===== src/spsc_pkg.sv =====
package spsc_pkg;

    // Scan controller states in the standard test access port order.
    typedef enum logic [3:0] {
        TAP_RESET,
        TAP_IDLE,
        TAP_SEL_DR,
        TAP_CAP_DR,
        TAP_SHIFT_DR,
        TAP_EXIT1_DR,
        TAP_PAUSE_DR,
        TAP_EXIT2_DR,
        TAP_UPD_DR,
        TAP_SEL_IR,
        TAP_CAP_IR,
        TAP_SHIFT_IR,
        TAP_EXIT1_IR,
        TAP_PAUSE_IR,
        TAP_EXIT2_IR,
        TAP_UPD_IR
    } spsc_tap_t;

    // One bit for each shared pin of the test port.
    typedef struct packed {
        logic tck;
        logic tdi;
        logic tdo;
        logic tms;
    } spsc_pins_t;

    localparam int         SPSC_WORD_W       = 8;
    localparam int         SPSC_FIFO_DEPTH   = 16;
    localparam int         SPSC_IR_W         = 4;
    localparam logic [3:0] SPSC_IR_CAPTURE   = 4'h1;
    localparam logic [3:0] SPSC_IR_RESET     = 4'hF;
    localparam int         SPSC_RESET_CYCLES = 5;
    localparam logic [2:0] SPSC_CNT_ONE      = 3'h1;
    localparam logic [2:0] SPSC_CNT_MAX      = 3'h7;
    localparam spsc_pins_t SPSC_SYNC_RESET   = 4'h1; // Idle pins: mode select pulled high.

endpackage : spsc_pkg


===== src/spsc_fifo.sv =====
`timescale 1ns/1ps
`default_nettype none
module spsc_fifo #(
    parameter int WIDTH = 8,
    parameter int DEPTH = 16
) (
    input  wire logic             clk,
    input  wire logic             arst_n,
    input  wire logic             in_valid,
    output logic                  in_ready,
    input  wire logic [WIDTH-1:0] in_data,
    output logic                  out_valid,
    input  wire logic             out_ready,
    output logic      [WIDTH-1:0] out_data
);
    localparam int AW = $clog2(DEPTH);

    logic [WIDTH-1:0] mem_q [DEPTH];
    logic [AW-1:0]    wr_q;
    logic [AW-1:0]    rd_q;
    logic [AW:0]      cnt_q;
    wire              do_wr = in_valid && in_ready;
    wire              do_rd = out_valid && out_ready;

    // Full and empty come straight from the fill count, so neither can lie.
    assign in_ready  = (cnt_q != (AW+1)'(DEPTH));
    assign out_valid = (cnt_q != '0);
    assign out_data  = mem_q[rd_q];

    // Storage array; it holds no reset because only written words are read.
    always_ff @(posedge clk) begin
        if (do_wr) begin
            mem_q[wr_q] <= in_data;
        end
    end

    // Pointers wrap at the depth, which need not be a power of two.
    always_ff @(posedge clk or negedge arst_n) begin
        if (!arst_n) begin
            wr_q  <= '0;
            rd_q  <= '0;
            cnt_q <= '0;
        end else begin
            if (do_wr) begin
                wr_q <= (wr_q == AW'(DEPTH-1)) ? '0 : wr_q + 1'b1;
            end
            if (do_rd) begin
                rd_q <= (rd_q == AW'(DEPTH-1)) ? '0 : rd_q + 1'b1;
            end
            cnt_q <= cnt_q + (AW+1)'(do_wr) - (AW+1)'(do_rd);
        end
    end
endmodule : spsc_fifo
`default_nettype wire


===== src/spsc_top.sv =====
`timescale 1ns/1ps
`default_nettype none
module spsc_top #(
    parameter int WORD_W = spsc_pkg::SPSC_WORD_W,
    parameter int DEPTH  = spsc_pkg::SPSC_FIFO_DEPTH
) (
    input  wire logic                 CORE_CLK,
    input  wire logic                 ARST_N,
    input  wire logic                 RESERVE_SCAN,
    input  wire logic                 DEDICATED_MODE,
    input  wire spsc_pkg::spsc_pins_t PIN_I,
    output spsc_pkg::spsc_pins_t      PIN_O,
    output spsc_pkg::spsc_pins_t      PIN_OE,
    input  wire spsc_pkg::spsc_pins_t USER_O,
    input  wire spsc_pkg::spsc_pins_t USER_OE,
    output spsc_pkg::spsc_pins_t      USER_I,
    input  wire logic [WORD_W-1:0]    LOAD_DATA,
    output logic                      CAPT_VALID,
    input  wire logic                 CAPT_READY,
    output logic [WORD_W-1:0]         CAPT_DATA,
    input  wire logic                 OVERRUN_CLR,
    output logic                      OVERRUN,
    output logic                      SCAN_ACTIVE,
    output spsc_pkg::spsc_tap_t       TAP_STATE,
    output logic [spsc_pkg::SPSC_IR_W-1:0] INSTR
);
    import spsc_pkg::*;

    localparam int BW = $clog2(WORD_W);

    // Standard next-state map of the scan controller.
    function automatic spsc_tap_t tap_next(input spsc_tap_t s, input logic tms);
        unique case (s)
            TAP_RESET:    tap_next = tms ? TAP_RESET    : TAP_IDLE;
            TAP_IDLE:     tap_next = tms ? TAP_SEL_DR   : TAP_IDLE;
            TAP_SEL_DR:   tap_next = tms ? TAP_SEL_IR   : TAP_CAP_DR;
            TAP_CAP_DR:   tap_next = tms ? TAP_EXIT1_DR : TAP_SHIFT_DR;
            TAP_SHIFT_DR: tap_next = tms ? TAP_EXIT1_DR : TAP_SHIFT_DR;
            TAP_EXIT1_DR: tap_next = tms ? TAP_UPD_DR   : TAP_PAUSE_DR;
            TAP_PAUSE_DR: tap_next = tms ? TAP_EXIT2_DR : TAP_PAUSE_DR;
            TAP_EXIT2_DR: tap_next = tms ? TAP_UPD_DR   : TAP_SHIFT_DR;
            TAP_UPD_DR:   tap_next = tms ? TAP_SEL_DR   : TAP_IDLE;
            TAP_SEL_IR:   tap_next = tms ? TAP_RESET    : TAP_CAP_IR;
            TAP_CAP_IR:   tap_next = tms ? TAP_EXIT1_IR : TAP_SHIFT_IR;
            TAP_SHIFT_IR: tap_next = tms ? TAP_EXIT1_IR : TAP_SHIFT_IR;
            TAP_EXIT1_IR: tap_next = tms ? TAP_UPD_IR   : TAP_PAUSE_IR;
            TAP_PAUSE_IR: tap_next = tms ? TAP_EXIT2_IR : TAP_PAUSE_IR;
            TAP_EXIT2_IR: tap_next = tms ? TAP_UPD_IR   : TAP_SHIFT_IR;
            TAP_UPD_IR:   tap_next = tms ? TAP_SEL_DR   : TAP_IDLE;
        endcase
    endfunction : tap_next

    // Two-stage synchronisers for every pin; the first stage feeds only the second.
    // They reset to the idle levels, so no false claim or edge follows reset.
    spsc_pins_t pin_m_q;
    spsc_pins_t pin_s_q;
    logic       tck_prev_q;

    always_ff @(posedge CORE_CLK or negedge ARST_N) begin
        if (!ARST_N) begin
            pin_m_q    <= SPSC_SYNC_RESET;
            pin_s_q    <= SPSC_SYNC_RESET;
            tck_prev_q <= 1'b0;
        end else begin
            pin_m_q    <= PIN_I;
            pin_s_q    <= pin_m_q;
            tck_prev_q <= pin_s_q.tck;
        end
    end

    // Edge detection on the sampled test clock, which is far slower than ours.
    wire tck_rise = pin_s_q.tck && !tck_prev_q;
    wire tck_fall = !pin_s_q.tck && tck_prev_q;
    wire tms_s    = pin_s_q.tms;
    wire tdi_s    = pin_s_q.tdi;

    // Ownership of the pins.
    logic claimed_q;
    logic claimed_d;
    wire  flexible  = RESERVE_SCAN && !DEDICATED_MODE;
    wire  dedicated = RESERVE_SCAN && DEDICATED_MODE;
    wire  scan_use  = dedicated || (flexible && claimed_q);

    // Controller runs only while the pins belong to the scan port.
    spsc_tap_t tap_q;
    spsc_tap_t tap_d;
    wire       tap_step  = scan_use && tck_rise;
    wire       enter_rst = tap_step && (tap_next(tap_q, tms_s) == TAP_RESET);
    assign tap_d = tap_step ? tap_next(tap_q, tms_s) : tap_q;

    // Claim on mode select low, give back on reaching reset; dedicated never shares.
    assign claimed_d = !flexible                  ? 1'b0 :
                       (!claimed_q && !tms_s)     ? 1'b1 :
                       (claimed_q && enter_rst)   ? 1'b0 :
                       claimed_q;

    always_ff @(posedge CORE_CLK or negedge ARST_N) begin
        if (!ARST_N) begin
            tap_q     <= TAP_RESET;
            claimed_q <= 1'b0;
        end else begin
            tap_q     <= (scan_use || dedicated) ? tap_d : TAP_RESET;
            claimed_q <= claimed_d;
        end
    end

    // Shift path decoding.
    wire shift_dr = (tap_q == TAP_SHIFT_DR);
    wire shift_ir = (tap_q == TAP_SHIFT_IR);
    wire cap_dr   = (tap_q == TAP_CAP_DR);
    wire cap_ir   = (tap_q == TAP_CAP_IR);
    wire upd_ir   = (tap_q == TAP_UPD_IR);

    // Data and instruction shift registers, shifted on test clock rise.
    // The instruction register loads on the fall inside Update-IR, as the standard asks.
    logic [WORD_W-1:0]    dr_q;
    logic [SPSC_IR_W-1:0] ir_sr_q;
    logic [SPSC_IR_W-1:0] ir_q;
    logic [BW-1:0]        bit_q;
    wire                  dr_bit   = tap_step && shift_dr;
    wire                  word_end = dr_bit && (bit_q == BW'(WORD_W-1));
    wire [WORD_W-1:0]     dr_next  = {tdi_s, dr_q[WORD_W-1:1]};

    always_ff @(posedge CORE_CLK or negedge ARST_N) begin
        if (!ARST_N) begin
            dr_q    <= '0;
            ir_sr_q <= '0;
            ir_q    <= SPSC_IR_RESET;
            bit_q   <= '0;
        end else if (tap_step) begin
            if (cap_dr) begin
                dr_q  <= LOAD_DATA;
                bit_q <= '0;
            end else if (shift_dr) begin
                dr_q  <= dr_next;
                bit_q <= (bit_q == BW'(WORD_W-1)) ? '0 : bit_q + 1'b1;
            end
            if (cap_ir) begin
                ir_sr_q <= SPSC_IR_CAPTURE;
            end else if (shift_ir) begin
                ir_sr_q <= {tdi_s, ir_sr_q[SPSC_IR_W-1:1]};
            end
        end else if (tck_fall && upd_ir) begin
            ir_q <= ir_sr_q;
        end else if (tap_q == TAP_RESET) begin
            ir_q <= SPSC_IR_RESET;
        end
    end

    // Output bit and its enable change on the falling edge, the enable also dropping as soon as scan use ends, so the controller
    // sees a settled level at its next rising edge.
    logic tdo_q;
    logic tdo_en_q;

    always_ff @(posedge CORE_CLK or negedge ARST_N) begin
        if (!ARST_N) begin
            tdo_q    <= 1'b0;
            tdo_en_q <= 1'b0;
        end else if (!scan_use) begin
            tdo_en_q <= 1'b0;
        end else if (tck_fall) begin
            tdo_q    <= shift_ir ? ir_sr_q[0] : dr_q[0];
            tdo_en_q <= shift_ir || shift_dr;
        end
    end

    // Completed words wait in a holding register until the buffer takes them.
    logic              pend_q;
    logic [WORD_W-1:0] pend_data_q;
    logic              ovr_q;
    logic              fifo_ready;
    wire               push      = pend_q && fifo_ready;
    wire               ovr_event = word_end && pend_q && !push;

    always_ff @(posedge CORE_CLK or negedge ARST_N) begin
        if (!ARST_N) begin
            pend_q      <= 1'b0;
            pend_data_q <= '0;
            ovr_q       <= 1'b0;
        end else begin
            if (word_end && (!pend_q || push)) begin
                pend_q      <= 1'b1;
                pend_data_q <= dr_next;
            end else if (push) begin
                pend_q <= 1'b0;
            end
            // A new overrun in the clearing cycle keeps the flag set.
            ovr_q <= ovr_event || (ovr_q && !OVERRUN_CLR);
        end
    end

    spsc_fifo #(
        .WIDTH(WORD_W),
        .DEPTH(DEPTH)
    ) u_fifo (
        .clk      (CORE_CLK),
        .arst_n   (ARST_N),
        .in_valid (pend_q),
        .in_ready (fifo_ready),
        .in_data  (pend_data_q),
        .out_valid(CAPT_VALID),
        .out_ready(CAPT_READY),
        .out_data (CAPT_DATA)
    );

    // Pin multiplexing; mode select stays an input whenever the port is reserved.
    spsc_pins_t pin_o_d;
    spsc_pins_t pin_oe_d;
    spsc_pins_t pin_o_q;
    spsc_pins_t pin_oe_q;

    assign pin_o_d.tck  = scan_use ? 1'b0 : USER_O.tck;
    assign pin_o_d.tdi  = scan_use ? 1'b0 : USER_O.tdi;
    assign pin_o_d.tdo  = scan_use ? tdo_q : USER_O.tdo;
    assign pin_o_d.tms  = RESERVE_SCAN ? 1'b0 : USER_O.tms;
    assign pin_oe_d.tck = scan_use ? 1'b0 : USER_OE.tck;
    assign pin_oe_d.tdi = scan_use ? 1'b0 : USER_OE.tdi;
    assign pin_oe_d.tdo = scan_use ? tdo_en_q : USER_OE.tdo;
    assign pin_oe_d.tms = RESERVE_SCAN ? 1'b0 : USER_OE.tms;

    always_ff @(posedge CORE_CLK or negedge ARST_N) begin
        if (!ARST_N) begin
            pin_o_q  <= '0;
            pin_oe_q <= '0;
        end else begin
            pin_o_q  <= pin_o_d;
            pin_oe_q <= pin_oe_d;
        end
    end

    assign PIN_O       = pin_o_q;
    assign PIN_OE      = pin_oe_q;
    assign USER_I      = pin_s_q;
    assign OVERRUN     = ovr_q;
    assign SCAN_ACTIVE = scan_use;
    assign TAP_STATE   = tap_q;
    assign INSTR       = ir_q;

    // Helper counter of consecutive rising edges with mode select high.
    logic [2:0] hi_cnt_q;
    always_ff @(posedge CORE_CLK or negedge ARST_N) begin
        if (!ARST_N) begin
            hi_cnt_q <= '0;
        end else if (!scan_use) begin
            hi_cnt_q <= '0;
        end else if (tap_step) begin
            hi_cnt_q <= !tms_s ? '0 : (hi_cnt_q == SPSC_CNT_MAX) ? hi_cnt_q
                                                                 : hi_cnt_q + SPSC_CNT_ONE;
        end
    end
endmodule : spsc_top
`default_nettype wire


===== config.mk =====
export PLATFORM = sky130hd
export DESIGN_NAME = spsc_top
export DESIGN_NICKNAME = d
export VERILOG_FILES = /design/src/spsc_pkg.sv /design/src/spsc_fifo.sv /design/src/spsc_top.sv
export SDC_FILE = /design/constraint.sdc
export NUM_CORES = 1
export LEC_CHECK = 0
export BUFFER_PORTS_ARGS = -buffer_cell sky130_fd_sc_hd__buf_4
export CORE_ASPECT_RATIO = 0.7
export CORE_MARGIN = 2
export CORE_UTILIZATION = 55
export CTS_CLUSTER_SIZE = 10
export DETAILED_ROUTE_END_ITERATION = 8
export PLACE_DENSITY = 0.79
export SYNTH_ARGS = -nofsm -noshare
export SYNTH_HDL_FRONTEND = slang
export SYNTH_SLANG_ARGS = --single-unit

===== constraint.sdc =====
create_clock -name CORE_CLK -period 3.3 [get_ports CORE_CLK]
set_input_delay 0.165 -clock CORE_CLK [delete_from_list [all_inputs] [get_ports CORE_CLK]]
set_output_delay 0.165 -clock CORE_CLK [all_outputs]
set_load 0.01 [all_outputs]

# After elaboration in Yosys (flattened, before gate mapping)
# Memories as Yosys holds them, arrays and structs flattened.
# Cells that the tools add are included.
dict set report op_classes {
  add_sub_neg 5
  multipliers 0
  div_mod_pow 0
  order_cmp 0
  eq_ne 22
  shift 0
  mux 44
  bitwise 1
  reduce_logical 45
}
# operator count
set ops {}
lappend ops {{$mux 4} 12}
lappend ops {{$pmux 4 s12} 1}
lappend ops {{$eq 4x4->1 const B} 10}
lappend ops {{$mux 1} 21}
lappend ops {{$logic_and 1x1->1} 18}
lappend ops {{$eq 4x3->1 const B} 4}
lappend ops {{$mux 8} 2}
lappend ops {{$mux 3} 5}
lappend ops {{$add 4x1->4 const B} 2}
lappend ops {{$eq 4x2->1 const B} 2}
lappend ops {{$logic_not 1->1} 8}
lappend ops {{$logic_not 4->1} 2}
lappend ops {{$reduce_and 2->1} 4}
lappend ops {{$reduce_bool 2->1} 4}
lappend ops {{$mux 2} 3}
lappend ops {{$add 5x1->5} 1}
lappend ops {{$logic_or 1x1->1} 5}
lappend ops {{$ne 5x5->1 const B} 1}
lappend ops {{$reduce_bool 5->1} 1}
lappend ops {{$sub 5x1->5} 1}
lappend ops {{$eq 4x1->1 const B} 1}
lappend ops {{$ne 2x2->1 const B} 2}
lappend ops {{$reduce_or 2->1} 2}
lappend ops {{$add 3x1->3 const B} 1}
lappend ops {{other kinds (4)} 4}
dict set report word_totals {
  register_bits 66
  latch_bits 0
  ramBits 128
  rom_bits 0
  inputBits 26
  out_inout_bits 31
  wordCells 149
  mem_count 1
}
# name words width rd rd_ports_with_merged_regs wr line_no
set memory_table {}
lappend memory_table {u_fifo.mem_q 16 8 1 0 1 spsc_fifo.sv:18} ;# logic [WIDTH-1:0] mem_q [DEPTH];

# Longest topological paths before layout
# Gate-level depths: netlist (run 1).
dict set report logic_depth {
  ltp_word 10
  mapped_depth 14
  ltp_nobuf 13
}

# Modules after synthesis
# Synthesis (run 1) repeated with hierarchy kept, for this count alone.
dict set report unflattened {
  cells_unflattened 529
  hier_area_um2 8145.3
}
# module instances cells_each area_per_inst_um2 seq_area_each_um2
set by_module_without_submodules {}
lappend by_module_without_submodules {spsc_fifo 1 311 5789.3 4169.0}
lappend by_module_without_submodules {spsc_top 1 218 2356.0 1333.8}

# Worst setup path before layout (run 1)
# OpenSTA, ideal clock, no wires.
dict set report synth_timing {
  path_type {register -> register}
  from {register u_fifo.cnt_q[3]}
  to {register u_fifo.cnt_q[4]}
  setup_ps 80
  arrival_time_ps 2664
  required_time_ps 3220
  path_slack_ps 556
  path_stages_with_launch 15
  n_path_buf 1
  synth_period_minus_slack_ps 2744
  path_cell_list {dfrtp_1 -> inv_1 -> ha_1 -> or4b_4 -> and2_0 -> buf_2 -> ha_1 -> inv_1 -> ha_1 -> inv_1 -> fa_1 -> inv_1 -> a21oi_1 -> o21bai_1 -> xnor2_1}
}
dict set report synth_via {
  word_cells_on_any_way 6
  cone_classes {add/sub (2); eq/ne (1); reduce/logical (3)}
}
# item line_no
set synth_lines {}
lappend synth_lines {{start, declared} spsc_fifo.sv:21} ;# logic [AW:0] cnt_q;
lappend synth_lines {{start signal, assigned} spsc_fifo.sv:50} ;# cnt_q <= cnt_q + (AW+1)'(do_wr) - (AW+1)'(do_rd);
lappend synth_lines {{$reduce_bool 5->1} spsc_fifo.sv:27} ;# assign out_valid = (cnt_q != '0);
lappend synth_lines {{named net CAPT_VALID} spsc_top.sv:18} ;# output logic CAPT_VALID,
lappend synth_lines {{$logic_and 1x1->1} spsc_fifo.sv:23} ;# wire do_rd = out_valid && out_ready;
lappend synth_lines {{named net u_fifo.do_rd} spsc_fifo.sv:23}
lappend synth_lines {{$sub 5x1->5} spsc_fifo.sv:50}
# The timed path passes the listed nets, and every way through them passes these cells.
# A chain may end at the register's enable or synchronous reset.

# Final worst setup path (run 1)
dict set report layout_timing {
  from {register u_fifo.rd_q[0]}
  to {output port CAPT_DATA[1]}
}
dict set report layout_via {
  elab_chain_len 1
}
# item line_no
set layout_lines {}
lappend layout_lines {{start, declared} spsc_fifo.sv:20} ;# logic [AW-1:0] rd_q;
lappend layout_lines {{start signal, assigned} spsc_fifo.sv:48} ;# rd_q <= (rd_q == AW'(DEPTH-1)) ? '0 : rd_q + 1'b1;
lappend layout_lines {{$mem_v2 16x8} n/a}
lappend layout_lines {{end, declared} spsc_top.sv:20} ;# output logic [WORD_W-1:0] CAPT_DATA,
# No other way between the ends.

==> results.ini, run 1 <==
[power]
vdd_drop_max_mv=0.411
pwr-share-comb_pct=16.6
p_clk_share_pct=35.1
power_frac_seq_pct=48.3
swShare_pct=27.9
powerDensity_nw_per_um2=616
total_power_mw=5.90
internal_power_mw=4.26
p_leak_nw=3.28
switchingPower_mw=1.64

[setup_path]
path_class=reg -> out
regToRegSetupSlack_ns=0.39
r2r-end=u_fifo.cnt_q[4]
cp-end-kind=output pin
critPathLaunch=u_fifo.rd_q[0]
reg2reg_depth=13
crit_fanout=18
r2r_start=u_fifo.cnt_q[3]
critPathArrivalTime_ns=2.92
cp_data_required_time_ns=3.13
start_kind=flop

[logic_synthesis]
asyncSetResetFlopFracSynth_pct=34.0
synth_cells=504
ys_ff_latch=194
syn_area_per_cell_um2=16.4
synth_top_area_share_pct=46.5
syn-num-nets=544
yosysWarnings=0
ys_types=60
yosysTopAreaCell=edfxtp_1
ys_top_cells_by_area=edfxtp_1 (46%), dfrtp_1 (18%), mux4_1 (7.9%), mux2i_1 (2.2%), ha_1 (2.0%)
seq_area_frac_synth_pct=66.6
synth.most_common_cell=edfxtp_1
ys.flop_type=edfxtp_1
ys_top_cells_by_count=edfxtp_1 (128), dfrtp_1 (60), nand2_1 (27), mux4_1 (25), o21ai_0 (21)
syn_area_um2=8270
synth_edf_count=128

[drt]
route.detailed.wl_per_inst_um=19.8
vias=4540
post-route-drc-count=0
drt_wl_total_um=15400
drt_first_pass_iters=5
avgViaCountPerCell=5.81
drtIter0Drc=403
ant_nets=0

[flow_run]
max_cap_violations=0

[clock_network]
cts-root-buf=clkbuf_16
post-cts-setup-buffers=0
clk_latency_ns=0.43
cts_num_sinks=194
cts_tree=built
cts.path.max_buffers=2
cts_made_buffers=17
h-tree-depth=4
clk_pin_slew_ns=0.08

[worst_hold_path]
min_path_cells=3
hold_path.class=in -> reg
min_to=dr_q[3]
min_from=LOAD_DATA[3]

[place]
numPlacedInstances=733
gp_congestion=0.804
dp_hpwl_um=10300
port_buffers=56
dpl_cell_area_um2=8800
dp_slack_ns=0.410

[run_status]
outcome=complete, no violations

[grt]
grt_pass1_wl_um=25100
busiest_layer=met2
grt_use_met2_pct=31.7
use_met3_pct=4.94
grt_pass1_vias=4637
grt_usage_pct=21.1
grt_start_max_net_pins=67
antenna_found_initial=0
grt_use_met1_pct=31.3
overflow=0

[layout]
area_growth_pct=15.8
fin_util_pct=65.3
nets=613
stdcell_count=781
fin_area_um2=9580
fillers=958
drive_above_1_share_pct=21.7
antenna_cells=0

[timing]
slew_violations=0
fin_tns_setup_ns=0
max_freq_mhz=324
hold_slack_ns=0.0241
fin_worst_skew_ns=0.00817
max_slew_margin_pct=35.9
grt_setup_unrepaired=no
finalSetupViolations=0
post-route-period-util_pct=93.5
final_hold_viol_count=0
worst_slew_pin_slew_ns=0.961
post-route-min-period_ns=3.08
worst_slack_ns=0.216

[floorplanning]
rows=37
fp.dieH_um=107
die_w_um=151
die-area_um2=16000
coreArea_um2=14700
io_pins=57
start_util_pct=56.3

-- sequential cells by signal, summed over array words and instances (netlist names), 2 cells and up --
signal and count:
u_fifo.rd_q 4, TAP_STATE 4, ir_sr_q 4, bit_q 3, dr_q 8, PIN_O 4
USER_I 2, pin_m_q 4, u_fifo.cnt_q 5, PIN_OE 4, u_fifo.wr_q 4, pend_data_q 8
u_fifo.mem_q 128, INSTR 4
-- cells by family after synthesis --
group           count (synthesis)  share of synthesized area, %
simple gates                  101                          7.40
flops                         194                          66.6
fa+ha+maj                      14                          2.21
mux                            60                          13.8
xor+xnor                        7                         0.742
compound gates                 78                          6.04
buf+inv                        50                          3.19
-- worst max path at each step --
stage | to | cells past startpoint
CTS | CAPT_DATA[1] | 5
global placement | u_fifo.cnt_q[4] | 13
finish | CAPT_DATA[1] | 5
floorplan | u_fifo.cnt_q[4] | 14
detailed placement | u_fifo.cnt_q[4] | 13
global route | CAPT_DATA[1] | 5
-- routing by layer --
layer	wire length, um	vias to the layer above	part of all wire (%)
li1	-	2085	-
met1	7020	2325	45
met2	7530	116	49
met3	723	14	4.7
met4	163	0	1.1
met5	0	-	0
-- final cells by class --
type	instances	area, um2	share of cell area, %
Clock buffer	17	425	4.44
Clock inverter	15	189	1.97
Inverter	20	75.1	0.784
Multi-Input combinational cell	260	2500	26.1
Sequential cell	194	5500	57.5
Tap cell	195	244	2.55
Timing Repair Buffer	80	641	6.69
-- timing repair --
item,4_1_cts,5_1_grt
hold buffers,16,0
endpoints found under the hold margin,74,0
resized for setup,0,0
-- cell usage in the layout, fill, tap and decap left out, types with 17 or more instances in the layout --
cell	netlist	routed
nand2_1	27	27
a21oi_1	19	19
mux2i_1	18	18
mux4_1	25	25
edfxtp_1	128	128
inv_1	19	19
dfrtp_1	60	60
buf_4	2	64
clkbuf_16	0	17
nor2b_1	17	17
o21ai_0	21	21
-- power groups by stage --
| stage | logic [mW] | clock network [mW] | registers [mW] |
|---|---|---|---|
| floorplan | 0.833 | 0 | 2.75 |
| global placement | 0.944 | 0 | 2.89 |
| detailed placement | 0.967 | 0 | 2.90 |
| CTS | 0.990 | 2.11 | 2.85 |
| global route | 1.08 | 2.21 | 2.87 |
| finish | 0.978 | 2.07 | 2.85 |
-- worst max-delay path, cell delays in order (launching register included) --
cell	delay [ns]
dfrtp_1	0.97
buf_4	0.41
mux4_1	0.58
mux2i_1	0.17
a21oi_1	0.13
buf_4	0.22
(Power assumes the default switching activity.)
==> run 2, diff against run 1 <==
==> constraint.sdc (replaced) <==
create_clock -name CORE_CLK -period 3.1 [get_ports CORE_CLK]
set_input_delay 0.155 -clock CORE_CLK [delete_from_list [all_inputs] [get_ports CORE_CLK]]
set_output_delay 0.155 -clock CORE_CLK [all_outputs]
set_load 0.01 [all_outputs]
==> run 2 against run 1 <==
  * First-iteration DRC count down 22%
  * Critical path depth up 8
  * Cell count down 0.13%
  * Largest power group unchanged
  * Critical endpoint is now u_fifo.cnt_q[4]
  * Total power up 5.9%
  * Critical path type is now reg -> reg
==> results.ini, run 2 (synthesis gave the netlist of run 1 again) <==
[timing]
slew_violations=0
fin_worst_skew_ns=0.0120
post-route-period-util_pct=92.9
fin_tns_setup_ns=0
grt_setup_unrepaired=no
post-route-min-period_ns=2.88
finalSetupViolations=0
max_freq_mhz=347
worst_slew_pin_slew_ns=0.822
hold_slack_ns=0.0415
max_slew_margin_pct=45.2
final_hold_viol_count=0

[drt]
post-route-drc-count=0
drtIter0Drc=314
vias=4509
drt_wl_total_um=15600
route.detailed.wl_per_inst_um=20.0
avgViaCountPerCell=5.78
ant_nets=0
drt_first_pass_iters=5

[clock_network]
clk_latency_ns=0.43
cts_hold_buffers=16
h-tree-depth=4
post-cts-setup-buffers=0
cts_made_buffers=17
cts.path.max_buffers=2
cts_num_sinks=194
cts-root-buf=clkbuf_16
cts-resized-gates=0
clk_pin_slew_ns=0.07
cts_tree=built

[power]
total_power_mw=6.25
vdd_drop_max_mv=0.416
powerDensity_nw_per_um2=653
p_leak_nw=3.39

[layout]
final_common_cell=edfxtp_1
regArea_um2=5500
final_cell_mix=edfxtp_1 (128), buf_4 (62), dfrtp_1 (60), nand2_1 (27), mux4_1 (25)
antenna_cells=0
largest_reg_flops=128
multi_input_area_um2=2500
largest-register=u_fifo.mem_q
top_regs=u_fifo.mem_q: 128 flops, dr_q: 8 flops, pend_data_q: 8 flops
fillers=972
drive_above_1_share_pct=21.5
nets=612
fin_util_pct=65.2
area_growth_pct=15.8

[setup_path]
path_common_cell=inv_1
critPathTopFamily=adder cells
endpoint=u_fifo.cnt_q[4]
path_class=reg -> reg
path_buf_inv=4
cp_num_cells=13
regToRegSetupSlack_ns=0.22
cp-end-kind=flop
critPathLaunch=u_fifo.cnt_q[3]
cp_data_required_time_ns=3.44
start_kind=flop
worst_path_largest_cell_delay_ns=0.47
critPathSlowestCell=or4b_4
critPathArrivalTime_ns=3.22
crit_fanout=4
reg2reg_depth=13
r2r_start=u_fifo.cnt_q[3]
timing.critical_path.cells=inv_1 -> ha_1 -> or4b_4 -> and2_0 -> ha_1 -> inv_1 -> ha_1 -> inv_1 -> fa_1 -> inv_1 -> a21oi_1 -> o21bai_1 -> xnor2_1
r2r-end=u_fifo.cnt_q[4]

[floorplanning]
rows=37
die_w_um=151
die-area_um2=16000
start_util_pct=56.3
fp.dieH_um=107
io_pins=57
coreArea_um2=14700

[grt]
grt_start_max_net_pins=67
grt_pass1_wl_um=24700
antenna_found_initial=0
overflow=0
grt_usage_pct=20.7
grt_pass1_vias=4614

[flow_run]
max_cap_violations=0

[place]
dp_hpwl_um=10000
gp_congestion=0.807
port_buffers=56

[worst_hold_path]
hold_path.class=in -> reg

[run_status]
outcome=complete, no violations

==> run 2: changes by cell type in the layout (fill, tap and decap cells not counted) <==
cell	delta
buf_4	-2
inv_8	+3
bufinv_16	-1
clkinv_8	+1
buf_12	+1
inv_6	-3
==> run 2: area by class of cell <==
type,count,share of cell area [%]
Multi-Input combinational cell,260,26.1
Timing Repair Buffer,79,6.74
Tap cell,195,2.55
Inverter,20,0.784
Sequential cell,194,57.5
Clock buffer,17,4.44
Clock inverter,15,1.91
==> run 2: worst min-delay path by stage <==
stage,slack (ns),depth (start not counted),startpoint,to
final,0.04,3,CAPT_READY,u_fifo.rd_q[3]
after global routing,0.05,3,CAPT_READY,u_fifo.rd_q[3]
after global placement,0.26,1,PIN_I[0],pin_m_q[0]
after CTS,0.03,3,LOAD_DATA[3],dr_q[3]
after floorplan,-0.14,0,ARST_N,OVERRUN
after detailed placement,0.27,1,PIN_I[2],pin_m_q[2]
==> run 2: worst register-to-register path, cell delays in order (launching register included) <==
cell and delay [ns]:
dfrtp_1 0.40, inv_1 0.09, ha_1 0.15, or4b_4 0.47, and2_0 0.26, ha_1 0.32
inv_1 0.06, ha_1 0.15, inv_1 0.06, fa_1 0.43, inv_1 0.08, a21oi_1 0.05
o21bai_1 0.15, xnor2_1 0.14
==> run 2: power breakdown <==
group	internal, mW	switching (mW)
Clock	1.10	1.06
Combinational	0.563	0.581
Sequential	2.82	0.122
Total	4.48	1.77
==> run 2: per-layer routing <==
layer	track usage [%]	vias up	wire [um]
met5	0	-	0
met4	6.74	0	276
met3	4.04	27	638
met2	32.1	127	7500
met1	29.8	2282	7200
li1	-	2073	-
==> run 2: per-stage QoR <==
stage                     setup WS [ns]  instance area, um2  cells
after floorplan                   0.356                8270    504
after global placement            0.340                8810    732
after detailed placement          0.209                8810    732
after CTS                         0.195                9580    780
after global routing             0.0186                9580    780
final                             0.219                9580    780
